**src/hdl/ith_defs.vh**
```
// Constants for the three-channel interval timer host port.
`ifndef ITH_DEFS_VH
`define ITH_DEFS_VH
`define ITH_PORT_CTRL     2'h3
`define ITH_CW_SEL_HI     7
`define ITH_CW_SEL_LO     6
`define ITH_CW_RL_HI      5
`define ITH_CW_RL_LO      4
`define ITH_CW_MODE_HI    3
`define ITH_CW_MODE_LO    1
`define ITH_CW_BCD        0
`define ITH_SEL_ILLEGAL   2'h3
`define ITH_RL_LATCH      2'h0
`define ITH_RL_LSB        2'h1
`define ITH_RL_MSB        2'h2
`define ITH_RL_BOTH       2'h3
`define ITH_CW_RESET      8'h36
`define ITH_MAX_RATE_KHZ  2000
`define ITH_CLK_KHZ       100000
`define ITH_MIN_CLK_CYC   (`ITH_CLK_KHZ / `ITH_MAX_RATE_KHZ)
`endif

```
**src/hdl/ith_edge_sync.v**
```verilog
// Edge detector for one count clock or gate input.
`timescale 1ns/1ns
module ith_edge_sync (
  // Clock and reset
  input  wire ref_clk,
  input  wire resetn,
  // Sampled level and edges
  input  wire level_in,
  output wire rise,
  output wire fall
);
  reg prev_q;
  reg live_q;
  always @(posedge ref_clk or negedge resetn) begin
    if (!resetn) begin
      prev_q <= 1'b0;
      live_q <= 1'b0;
    end else begin
      prev_q <= level_in;
      live_q <= 1'b1;
    end
  end
  // No edge is reported before one real sample exists, so a pin idling high gives no false edge after reset.
  assign rise = live_q & level_in & ~prev_q;
  assign fall = live_q & ~level_in & prev_q;
endmodule

```
**src/hdl/ith_counter.v**
```verilog
// One 16-bit presettable down counter with its own configuration.
`timescale 1ns/1ns
`include "ith_defs.vh"
module ith_counter (
  // Clock and reset
  input  wire        ref_clk,
  input  wire        resetn,
  // Configuration
  input  wire        cfg_we,
  input  wire [5:0]  cfg_word,
  input  wire        latch_cmd,
  // Count byte access
  input  wire        load_we,
  input  wire        read_take,
  input  wire [7:0]  wdata,
  output reg  [7:0]  rdata,
  // Counter pins
  input  wire        count_clk,
  input  wire        gate,
  output wire        cnt_out
);
  reg  [1:0]  rl_q;
  reg  [2:0]  mode_q;
  reg         bcd_q;
  reg  [15:0] cnt_q;
  reg  [15:0] init_q;
  reg  [7:0]  lsb_q;
  reg         wr_phase_q;
  reg         rd_phase_q;
  reg  [15:0] latch_q;
  reg         latched_q;
  reg         armed_q;
  reg         out_q;
  reg         gate_q;
  reg         trig_q;
  wire        clk_fall;
  wire        gate_rise;
  wire [15:0] cnt_dec;
  wire [15:0] view;
  wire        zero_next;
  wire        m_rate;
  wire        counting;
  ith_edge_sync u_clk (
    .ref_clk (ref_clk),
    .resetn  (resetn),
    .level_in(count_clk),
    .rise    (),
    .fall    (clk_fall)
  );
  ith_edge_sync u_gate (
    .ref_clk (ref_clk),
    .resetn  (resetn),
    .level_in(gate),
    .rise    (gate_rise),
    .fall    ()
  );
  // Four decades borrow digit by digit; zero wraps to the top of either radix.
  function [15:0] ith_dec;
    input [15:0] v;
    input        bcd;
    reg   [15:0] r;
    integer      i;
    reg          borrow;
    begin
      r = v;
      borrow = 1'b1;
      if (!bcd) begin
        r = v - 16'h0001;
      end else begin
        for (i = 0; i < 4; i = i + 1) begin
          if (borrow) begin
            if (v[i*4 +: 4] == 4'h0) begin
              r[i*4 +: 4] = 4'h9;
            end else begin
              r[i*4 +: 4] = v[i*4 +: 4] - 4'h1;
              borrow = 1'b0;
            end
          end
        end
      end
      ith_dec = r;
    end
  endfunction
  assign cnt_dec   = ith_dec(cnt_q, bcd_q);
  assign zero_next = (cnt_dec == 16'h0000);
  assign m_rate    = mode_q[1];
  assign counting  = armed_q & (gate_q | mode_q == 3'h1 | mode_q == 3'h5);
  assign view      = latched_q ? latch_q : cnt_q;
  assign cnt_out   = out_q;
  always @* begin
    case (rl_q)
      `ITH_RL_MSB: rdata = view[15:8];
      `ITH_RL_BOTH: rdata = rd_phase_q ? view[15:8] : view[7:0];
      default: rdata = view[7:0];
    endcase
  end
  always @(posedge ref_clk or negedge resetn) begin
    if (!resetn) begin
      rl_q       <= `ITH_RL_BOTH;
      mode_q     <= 3'h0;
      bcd_q      <= 1'b0;
      cnt_q      <= 16'h0000;
      init_q     <= 16'h0000;
      lsb_q      <= 8'h00;
      wr_phase_q <= 1'b0;
      rd_phase_q <= 1'b0;
      latch_q    <= 16'h0000;
      latched_q  <= 1'b0;
      armed_q    <= 1'b0;
      out_q      <= 1'b0;
      gate_q     <= 1'b0;
      trig_q     <= 1'b0;
    end else begin
      gate_q <= gate;
      if (cfg_we) begin
        trig_q     <= 1'b0;
        rl_q       <= cfg_word[5:4];
        mode_q     <= {cfg_word[3] & ~cfg_word[2], cfg_word[2:1]};
        bcd_q      <= cfg_word[0];
        wr_phase_q <= 1'b0;
        rd_phase_q <= 1'b0;
        latched_q  <= 1'b0;
        armed_q    <= 1'b0;
        out_q      <= (cfg_word[3:1] != 3'h0);
      end else if (latch_cmd && !latched_q) begin
        latch_q   <= cnt_q;
        latched_q <= 1'b1;
      end else begin
        if (load_we) begin
          if (rl_q == `ITH_RL_BOTH && !wr_phase_q) begin
            lsb_q      <= wdata;
            wr_phase_q <= 1'b1;
            if (mode_q == 3'h0) begin
              armed_q <= 1'b0;
            end
          end else begin
            wr_phase_q <= 1'b0;
            case (rl_q)
              `ITH_RL_LSB: init_q <= {8'h00, wdata};
              `ITH_RL_MSB: init_q <= {wdata, 8'h00};
              default: init_q <= {wdata, lsb_q};
            endcase
            if (mode_q == 3'h0 || mode_q == 3'h4 || !armed_q) begin
              case (rl_q)
                `ITH_RL_LSB: cnt_q <= {8'h00, wdata};
                `ITH_RL_MSB: cnt_q <= {wdata, 8'h00};
                default: cnt_q <= {wdata, lsb_q};
              endcase
              armed_q <= 1'b1;
              out_q   <= (mode_q != 3'h0);
            end
          end
        end
        if (read_take) begin
          if (rl_q == `ITH_RL_BOTH && !rd_phase_q) begin
            rd_phase_q <= 1'b1;
          end else begin
            rd_phase_q <= 1'b0;
            latched_q  <= 1'b0;
          end
        end
        // Decrement on the falling count clock edge; a control write, a latch that captures the count, or a count byte write to this counter in the same cycle skips it.
        if (clk_fall && counting && !load_we) begin
          if ((mode_q == 3'h1 || mode_q == 3'h5) && trig_q) begin
            trig_q <= 1'b0;
            cnt_q  <= init_q;
            out_q  <= (mode_q == 3'h5);
          end else if (zero_next) begin
            cnt_q <= m_rate ? init_q : cnt_dec;
            out_q <= (mode_q == 3'h4 || mode_q == 3'h5) ? 1'b0 : (m_rate ? ~out_q | mode_q[0] == 1'b0 : 1'b1);
            if (mode_q == 3'h2) begin
              out_q <= 1'b0;
            end
          end else begin
            cnt_q <= cnt_dec;
            if (mode_q == 3'h2 || mode_q == 3'h4 || mode_q == 3'h5) begin
              out_q <= 1'b1;
            end
          end
        end
      end
      // A gate edge in the cycle that consumes or clears a trigger still keeps it.
      if (gate_rise) begin
        trig_q <= 1'b1;
      end
    end
  end
endmodule

```
**src/hdl/ith_top.v**
```verilog
// Bus front end and three counters of the interval timer.
//
// What this block does
// Deselected device ignores strobes, floats bus.
// Counters run whatever the select level; a count byte, control or capturing latch write to a counter drops a count edge in the same cycle.
// Write strobe alone accepts control or count byte.
// Read strobe alone drives addressed count byte.
// Port codes 00,01,10 pick counters 0-2.
// Port 11 write stores control; read floats.
// Control word is never readable.
// Data bus floats unless selected read.
// Three 16-bit down counters with own pins.
// Each counter keeps its own configuration.
// Control word top bits pick counter.
// Byte access: low, high, or low-then-high.
// Byte access 00 latches running count.
// Mode field picks modes 0 to 5.
// Bit 0 picks binary or decimal.
// Host writes control before count bytes.
// Stored control word governs its counter.
// Count clock works up to 2 MHz.
// Decimal counting uses four BCD digits.
// Zero load means full-range count.
// Host reads both bytes before writing.
// Illegal counter code 11 is discarded.
// One write strobe gives one update.
`timescale 1ns/1ns
`include "ith_defs.vh"
module ith_top (
  // Clock and reset
  input  wire        ref_clk,
  input  wire        resetn,
  // Host bus
  input  wire        device_select_n,
  input  wire        read_n,
  input  wire        write_n,
  input  wire        port_select_lo,
  input  wire        port_select_hi,
  input  wire [7:0]  data_in,
  output reg  [7:0]  data_out,
  output wire        data_oe,
  // Counter pins
  input  wire [2:0]  count_clk,
  input  wire [2:0]  gate,
  output wire [2:0]  cnt_out
);
  reg         wr_prev_q;
  reg         rd_prev_q;
  reg  [1:0]  rd_port_q;
  reg  [7:0]  mode_control_word_q;
  wire [1:0]  port;
  wire        sel;
  wire        wr_act;
  wire        rd_act;
  wire        wr_pulse;
  wire        rd_end;
  wire        cw_write;
  wire [1:0]  counter_pick;
  wire [1:0]  byte_access;
  wire [23:0] rd_bytes;
  assign port        = {port_select_hi, port_select_lo};
  assign sel         = ~device_select_n;
  assign wr_act      = sel & ~write_n & read_n;
  assign rd_act      = sel & ~read_n & write_n;
  // Acting on the strobe edge alone keeps long strobes from repeating a load.
  assign wr_pulse    = wr_act & ~wr_prev_q;
  assign rd_end      = ~rd_act & rd_prev_q;
  assign cw_write    = wr_pulse & (port == `ITH_PORT_CTRL);
  assign counter_pick = data_in[`ITH_CW_SEL_HI:`ITH_CW_SEL_LO];
  assign byte_access = data_in[`ITH_CW_RL_HI:`ITH_CW_RL_LO];
  // Float unless a selected read addresses a counter; port 11 never drives.
  assign data_oe     = rd_act & (port != `ITH_PORT_CTRL);
  always @(posedge ref_clk or negedge resetn) begin
    if (!resetn) begin
      wr_prev_q           <= 1'b0;
      rd_prev_q           <= 1'b0;
      rd_port_q           <= 2'h0;
      mode_control_word_q <= `ITH_CW_RESET;
    end else begin
      wr_prev_q <= wr_act;
      rd_prev_q <= rd_act;
      // The port is kept from the read itself, since a host may move the address as the strobe ends.
      if (rd_act) begin
        rd_port_q <= port;
      end
      if (cw_write) begin
        mode_control_word_q <= data_in;
      end
    end
  end
  always @(posedge ref_clk or negedge resetn) begin
    if (!resetn) begin
      data_out <= 8'h00;
    end else if (rd_act) begin
      case (port)
        2'h0: data_out <= rd_bytes[7:0];
        2'h1: data_out <= rd_bytes[15:8];
        2'h2: data_out <= rd_bytes[23:16];
        default: data_out <= 8'h00;
      endcase
    end
  end
  genvar g;
  generate
    for (g = 0; g < 3; g = g + 1) begin : ch
      wire hit_cw;
      assign hit_cw = cw_write & (counter_pick == g) & (counter_pick != `ITH_SEL_ILLEGAL);
      ith_counter u_cnt (
        .ref_clk  (ref_clk),
        .resetn   (resetn),
        .cfg_we   (hit_cw & (byte_access != `ITH_RL_LATCH)),
        .cfg_word (data_in[5:0]),
        .latch_cmd(hit_cw & (byte_access == `ITH_RL_LATCH)),
        .load_we  (wr_pulse & (port == g)),
        .read_take(rd_end & (rd_port_q == g)),
        .wdata    (data_in),
        .rdata    (rd_bytes[g*8 +: 8]),
        .count_clk(count_clk[g]),
        .gate     (gate[g]),
        .cnt_out  (cnt_out[g])
      );
    end
  endgenerate
endmodule

```
**config.mk**
```make
export PLATFORM = sky130hd
export DESIGN_NAME = ith_top
export DESIGN_NICKNAME = d
export VERILOG_FILES = /design/src/hdl/ith_edge_sync.v /design/src/hdl/ith_counter.v /design/src/hdl/ith_top.v
export VERILOG_INCLUDE_DIRS = /design/src /design/src/hdl
export SDC_FILE = /design/constraint.sdc
export NUM_CORES = 1
export LEC_CHECK = 0
export ABC_AREA = 1
export ABC_CLOCK_PERIOD_IN_PS = 2770
export BUFFER_PORTS_ARGS = -buffer_cell sky130_fd_sc_hd__buf_2
export CORE_MARGIN = 2
export CORE_UTILIZATION = 64
export DETAILED_ROUTE_END_ITERATION = 6
export PLACE_DENSITY = 0.81
export RECOVER_POWER = 50
export SLEW_MARGIN = 20
export SYNTH_ARGS = -nofsm -noshare
export SYNTH_HDL_FRONTEND = slang
export SYNTH_SLANG_ARGS = --single-unit
```
**constraint.sdc**
```tcl
create_clock -name ref_clk -period 2.77 [get_ports ref_clk]
set_input_delay 0.1385 -clock ref_clk [delete_from_list [all_inputs] [get_ports ref_clk]]
set_output_delay 0.1385 -clock ref_clk [all_outputs]
set_load 0.03 [all_outputs]
```
==> results.md <==
STA:
- Setup slack closes at 0.1366 ns.
- In the final timing run, aggregate negative setup slack is 0 ns.
- The number of hold violations in the final report was 0.
- The share of the clock period used by the worst path is 0.9507.
- The max-slew violation total from the final report is 95.
- The clock skew is 0.02208 ns.
- The number of failing setup endpoints in the final timing report is 0.
- The final critical-path required period is 2.633 ns.
- Derived from the worst setup path, the maximum achievable clock frequency is 0.3797 GHz.
- The relative slew slack is -0.5281.
- Setup repair after global routing left no endpoint under its margin.
- The transition time at the pin with the least slew margin is 2.292 ns.

Clock tree:
- TritonCTS built the clock tree.
- The clock net sink count is 223.
- In this run the deepest clock path goes through 3 buffers.
- The clock transition at the register clock pins on the worst setup and hold paths after CTS is about 0.06 ns.
- The CTS H-tree depth is 1.
- The number of clock buffers added by TritonCTS is 25.
- The source-to-sink clock delay at the later pin of the worst-skew pair is 0.55 ns.
- The buffer cell driving the clock tree root is sky130_fd_sc_hd__clkbuf_16.

Synth:
- The total number of yosys warnings is 0.
- The share of synthesized area in the top cell type comes to 0.3971.
- The number of nets in the synthesized netlist is 2087.
- The number of distinct library cells after synthesis is 42.
- The number of flip-flops and latches in the synthesized netlist is 223.
- The biggest area contributor in the post-synthesis netlist is sky130_fd_sc_hd__dfrtp_1.
- The mean instance size in the synthesized netlist is about 6.7 um^2.
- Of the synthesized area, sequential elements account for 0.4086.
- The cell area that synthesis handed to floorplanning was 13670 um^2.
- In the synthesized netlist, the number of instances is about 2100.
- In the post-synthesis netlist, the biggest area contributors are sky130_fd_sc_hd__dfrtp_1 40%, sky130_fd_sc_hd__nand2_1 18%, sky130_fd_sc_hd__nor2_1 7.9%, sky130_fd_sc_hd__nand3_1 6.1%, sky130_fd_sc_hd__o21ai_0 6.0%.

Die:
- The core area is 21020 um^2.
- After floorplanning, the core was divided into 53 placement rows.
- The floorplan step set the die width to 150.2 um.
- The die area is 22550 um^2.
- For this configuration, the core starts out at a cell density of 0.6505.
- The overall die height is 150.2 um.
- Pin placement for this block handled 33 I/O pins.

Power:
- Power spread over the standard cell area amounts to 806.2 nW/um^2.
- The peak ir drop on the vdd network is 0.0006127 V.
- The design draws 12.34 mW.
- Summed over all cells, the static leakage comes to between 7 and 8 nW.

Routing:
- The final wirelength is around 40 mm.
- The first-pass iteration count of the detailed router is 6.
- After detailed routing, the average wire length per cell comes to 16.86 um.
- In this run, the number of DRC markers left after iteration 0 of detailed routing was ~1400.
- The detailed-route via count is 13779.
- In this run the remaining antenna-violating nets after routing total 0.
- Dividing the detail-routed via count by the number of cells gives roughly 5.8.
- The post-route DRC violation count is 0.

Setup path:
- The number of cell instances on the worst register-to-register path is 12.
- Along the worst path, the maximum fanout reaches 27.
- For this run, the slowest stage of the critical path takes 0.56 ns.
- The beginning of the critical path is ch[0].u_cnt.rl_q[0].
- Among the stages of the critical path, the cell type that occurs most often is sky130_fd_sc_hd__nor2_1.
- The setup path with the least slack is of type reg2reg.
- The arrival time reported for the critical path endpoint is 3.05 ns.
- STA classifies the critical path startpoint as a flip-flop.
- In this run the register-to-register setup slack is 0.14 ns.
- The required time of the worst setup path is approximately 3.2 ns.
- STA classifies the critical path endpoint as a flip-flop.
- The signal on the critical path passes through ha_1, inv_1, nor2_1, nor2_4, o21ai_1, inv_1, nor2_1, nor3_4, inv_2, nor2_1, nand2_1, nand2_1.
- The startpoint identified for the worst register-to-register timing path is ch[0].u_cnt.rl_q[0].
- The slowest cell on the critical path is sky130_fd_sc_hd__dfstp_2.

Hold path:
- The startpoint of the most critical hold path is data_in[1].
- The worst hold path belongs to the class in2reg.
- The hold-critical path depth is 7.

Global routing:
- The global-route wire length before repair is roughly 64 mm.
- The overall global routing resource usage is 0.3598.
- For this run the aggregate overflow at the end of global routing stands at 0.
- The pin count of the biggest net entering global routing is 97.
- The number of antenna violations at the first check in global routing came to 0.
- The via count of the first global-routing pass is ~13000.

Placed design:
- The count of buffers from port buffering is 32.
- Including well taps, the total number of placed cells is approximately 2300.
- The detailed placement HPWL is between 20 and 30 mm.
- At the end of routability-driven placement, the weighted congestion stood at 0.9996.
- At the placement stage, the worst setup path has a slack of 0.08878 ns.

Final layout:
- From synthesis to final layout, the design area changed by 11.92%.
- The ratio of cells with drive above 1 in the final layout is 0.08157.
- The number of antenna diodes is 0.
- For this run, the post-layout net count is 2135.
- The number of fill cells is approximately 1800.
- The post-layout instance count excluding filler cells is approximately 2400.

Flow run:
- The tool flagged a number of max-cap violations equal to 1.

Outcome:
- The run finished, with violations left.
- The checks that failed: max-capacitance violations, max-slew violations.
## per-stage QoR
stage / instance area [um^2] / utilization / hold WS [ns]
floorplan: 13670 / - / -0.1571
global placement: 14190 / 0.6753 / 0.2105
detailed placement: 14190 / 0.6753 / 0.2179
CTS: 15200 / 0.7229 / 0.02037
global route: 15300 / 0.7281 / 0.1725
finish: 15300 / 0.7281 / 0.1604
## Yosys cell counts
cell type                  count
sky130_fd_sc_hd__nand3b_1      7
sky130_fd_sc_hd__o21ai_1      10
sky130_fd_sc_hd__a21oi_1     123
sky130_fd_sc_hd__conb_1        1
sky130_fd_sc_hd__buf_6         2
sky130_fd_sc_hd__nand4_4       1
sky130_fd_sc_hd__a311oi_1      1
sky130_fd_sc_hd__o21bai_1      4
sky130_fd_sc_hd__a31oi_1       2
sky130_fd_sc_hd__and3_1        1
sky130_fd_sc_hd__xor2_1        1
sky130_fd_sc_hd__nand2_1     654
sky130_fd_sc_hd__o211ai_1      1
sky130_fd_sc_hd__nand2_2       9
sky130_fd_sc_hd__dfrtp_1     217
sky130_fd_sc_hd__inv_2         7
sky130_fd_sc_hd__nor2_4        6
sky130_fd_sc_hd__nor2_1      288
sky130_fd_sc_hd__a31o_2        2
sky130_fd_sc_hd__nor2_2       14
sky130_fd_sc_hd__nand3_1     168
sky130_fd_sc_hd__clkbuf_1     55
sky130_fd_sc_hd__buf_4         9
sky130_fd_sc_hd__o21ai_0     164
sky130_fd_sc_hd__nand4_2       1
sky130_fd_sc_hd__o21a_1        1
sky130_fd_sc_hd__buf_2         9
sky130_fd_sc_hd__o31ai_1       5
sky130_fd_sc_hd__nor3_4        1
sky130_fd_sc_hd__a21boi_0      4
sky130_fd_sc_hd__nor3_2        3
sky130_fd_sc_hd__clkinv_1      9
sky130_fd_sc_hd__inv_1       185
sky130_fd_sc_hd__nor3_1       10
sky130_fd_sc_hd__a32o_1        1
sky130_fd_sc_hd__mux2i_1       1
sky130_fd_sc_hd__nand4_1      25
sky130_fd_sc_hd__nand2_4       1
sky130_fd_sc_hd__ha_1         12
sky130_fd_sc_hd__nand3_2       5
sky130_fd_sc_hd__dfstp_2       6
sky130_fd_sc_hd__o22ai_1      28
## registers in the layout (all words and copies together), names as in the netlist, 6 cells and up
signal	flops
ch.u_cnt.cnt_q	48
ch.u_cnt.init_q	48
ch.u_cnt.latch_q	48
ch.u_cnt.lsb_q	24
ch.u_cnt.mode_q	9
ch.u_cnt.rl_q	6
data_out	8
## final cells by class
| class | instances | area [um^2] | area share |
|---|---|---|---|
| timing repair buffer | 93 | 683.2 | 0.04464 |
| inverter | 201 | 754.5 | 0.04930 |
| multi-input combinational | 1558 | 7093 | 0.4635 |
| clock inverter | 6 | 100.1 | 0.006540 |
| sequential | 223 | 5588 | 0.3651 |
| clock buffer | 40 | 742.0 | 0.04848 |
| tap | 275 | 344.1 | 0.02248 |
## path summary, 6_finish.rpt
| check | to |
|---|---|
| min | ch[2].u_cnt.cnt_out |
| max reg2reg | ch[0].u_cnt.cnt_q[2] |
| max in group asynchronous | ch[0].u_cnt.latch_q[14] |
| min in group asynchronous | ch[1].u_cnt.latch_q[11] |
| max | ch[0].u_cnt.cnt_q[2] |
| min reg2reg | ch[0].u_cnt.init_q[12] |
## where the power goes
part,switching [mW],total [mW],internal (mW)
combinational,3.05,4.52,1.47
clock,1.36,3.39,2.03
sequential,0.631,4.43,3.80
total,5.04,12.3,7.30
## logic make-up (layout without fill, tap and decap cells)
kind of cell,Yosys count,count (layout),share of synthesized area
AND/OR/NAND/NOR,1194,1197,0.3653
AO/OA/AOI/OAI,346,346,0.1333
buffers and inverters,276,340,0.08015
flip-flops,223,223,0.4086
adder cells (fa/ha/maj),12,12,0.01098
other,1,1,0.0002742
XOR/XNOR,1,1,0.0006406
multiplexers,1,1,0.0007320
## cell usage in the layout (no fill, tap or decap), types with 7 or more instances in the layout
master | synthesis | final
sky130_fd_sc_hd__a21oi_1 | 123 | 123
sky130_fd_sc_hd__buf_2 | 9 | 25
sky130_fd_sc_hd__buf_4 | 9 | 40
sky130_fd_sc_hd__clkbuf_1 | 55 | 17
sky130_fd_sc_hd__clkbuf_16 | 0 | 25
sky130_fd_sc_hd__clkinv_1 | 9 | 9
sky130_fd_sc_hd__dfrtp_1 | 217 | 217
sky130_fd_sc_hd__dlygate4sd3_1 | 0 | 16
sky130_fd_sc_hd__ha_1 | 12 | 10
sky130_fd_sc_hd__inv_1 | 185 | 183
sky130_fd_sc_hd__inv_2 | 7 | 9
sky130_fd_sc_hd__nand2_1 | 654 | 654
sky130_fd_sc_hd__nand2_2 | 9 | 7
sky130_fd_sc_hd__nand3_1 | 168 | 168
sky130_fd_sc_hd__nand3b_1 | 7 | 7
sky130_fd_sc_hd__nand4_1 | 25 | 25
sky130_fd_sc_hd__nor2_1 | 288 | 284
sky130_fd_sc_hd__nor2_2 | 14 | 15
sky130_fd_sc_hd__nor2_4 | 6 | 9
sky130_fd_sc_hd__nor3_1 | 10 | 11
sky130_fd_sc_hd__o21ai_0 | 164 | 164
sky130_fd_sc_hd__o21ai_1 | 10 | 9
sky130_fd_sc_hd__o22ai_1 | 28 | 28
## critical path: cells and delay by family (launching register included)
| kind | cells | cell delay [ns] |
|---|---|---|
| AOI/OAI and AO/OA | 1 | 0.11 |
| adders and majority gates | 1 | 0.27 |
| and+or+nand+nor | 7 | 0.98 |
| DFF | 1 | 0.56 |
| buffers and inverters | 3 | 0.59 |
## timing repair
action	4_1_cts	5_1_grt
resized for setup	0	16
endpoints found under the setup margin	0	45
buffers inserted	0	4
hold endpoints to repair	107	0
hold buffers	16	0
## metal layers
metal  track usage  part of all wire  up-vias
li1              -                 -     6721
met1        0.5137              0.44     6383
met2        0.5432              0.43      586
met3       0.07333             0.086       89
met4        0.1368             0.041        0
met5             0                 0        -
Power figures use the tool's default switching activity.
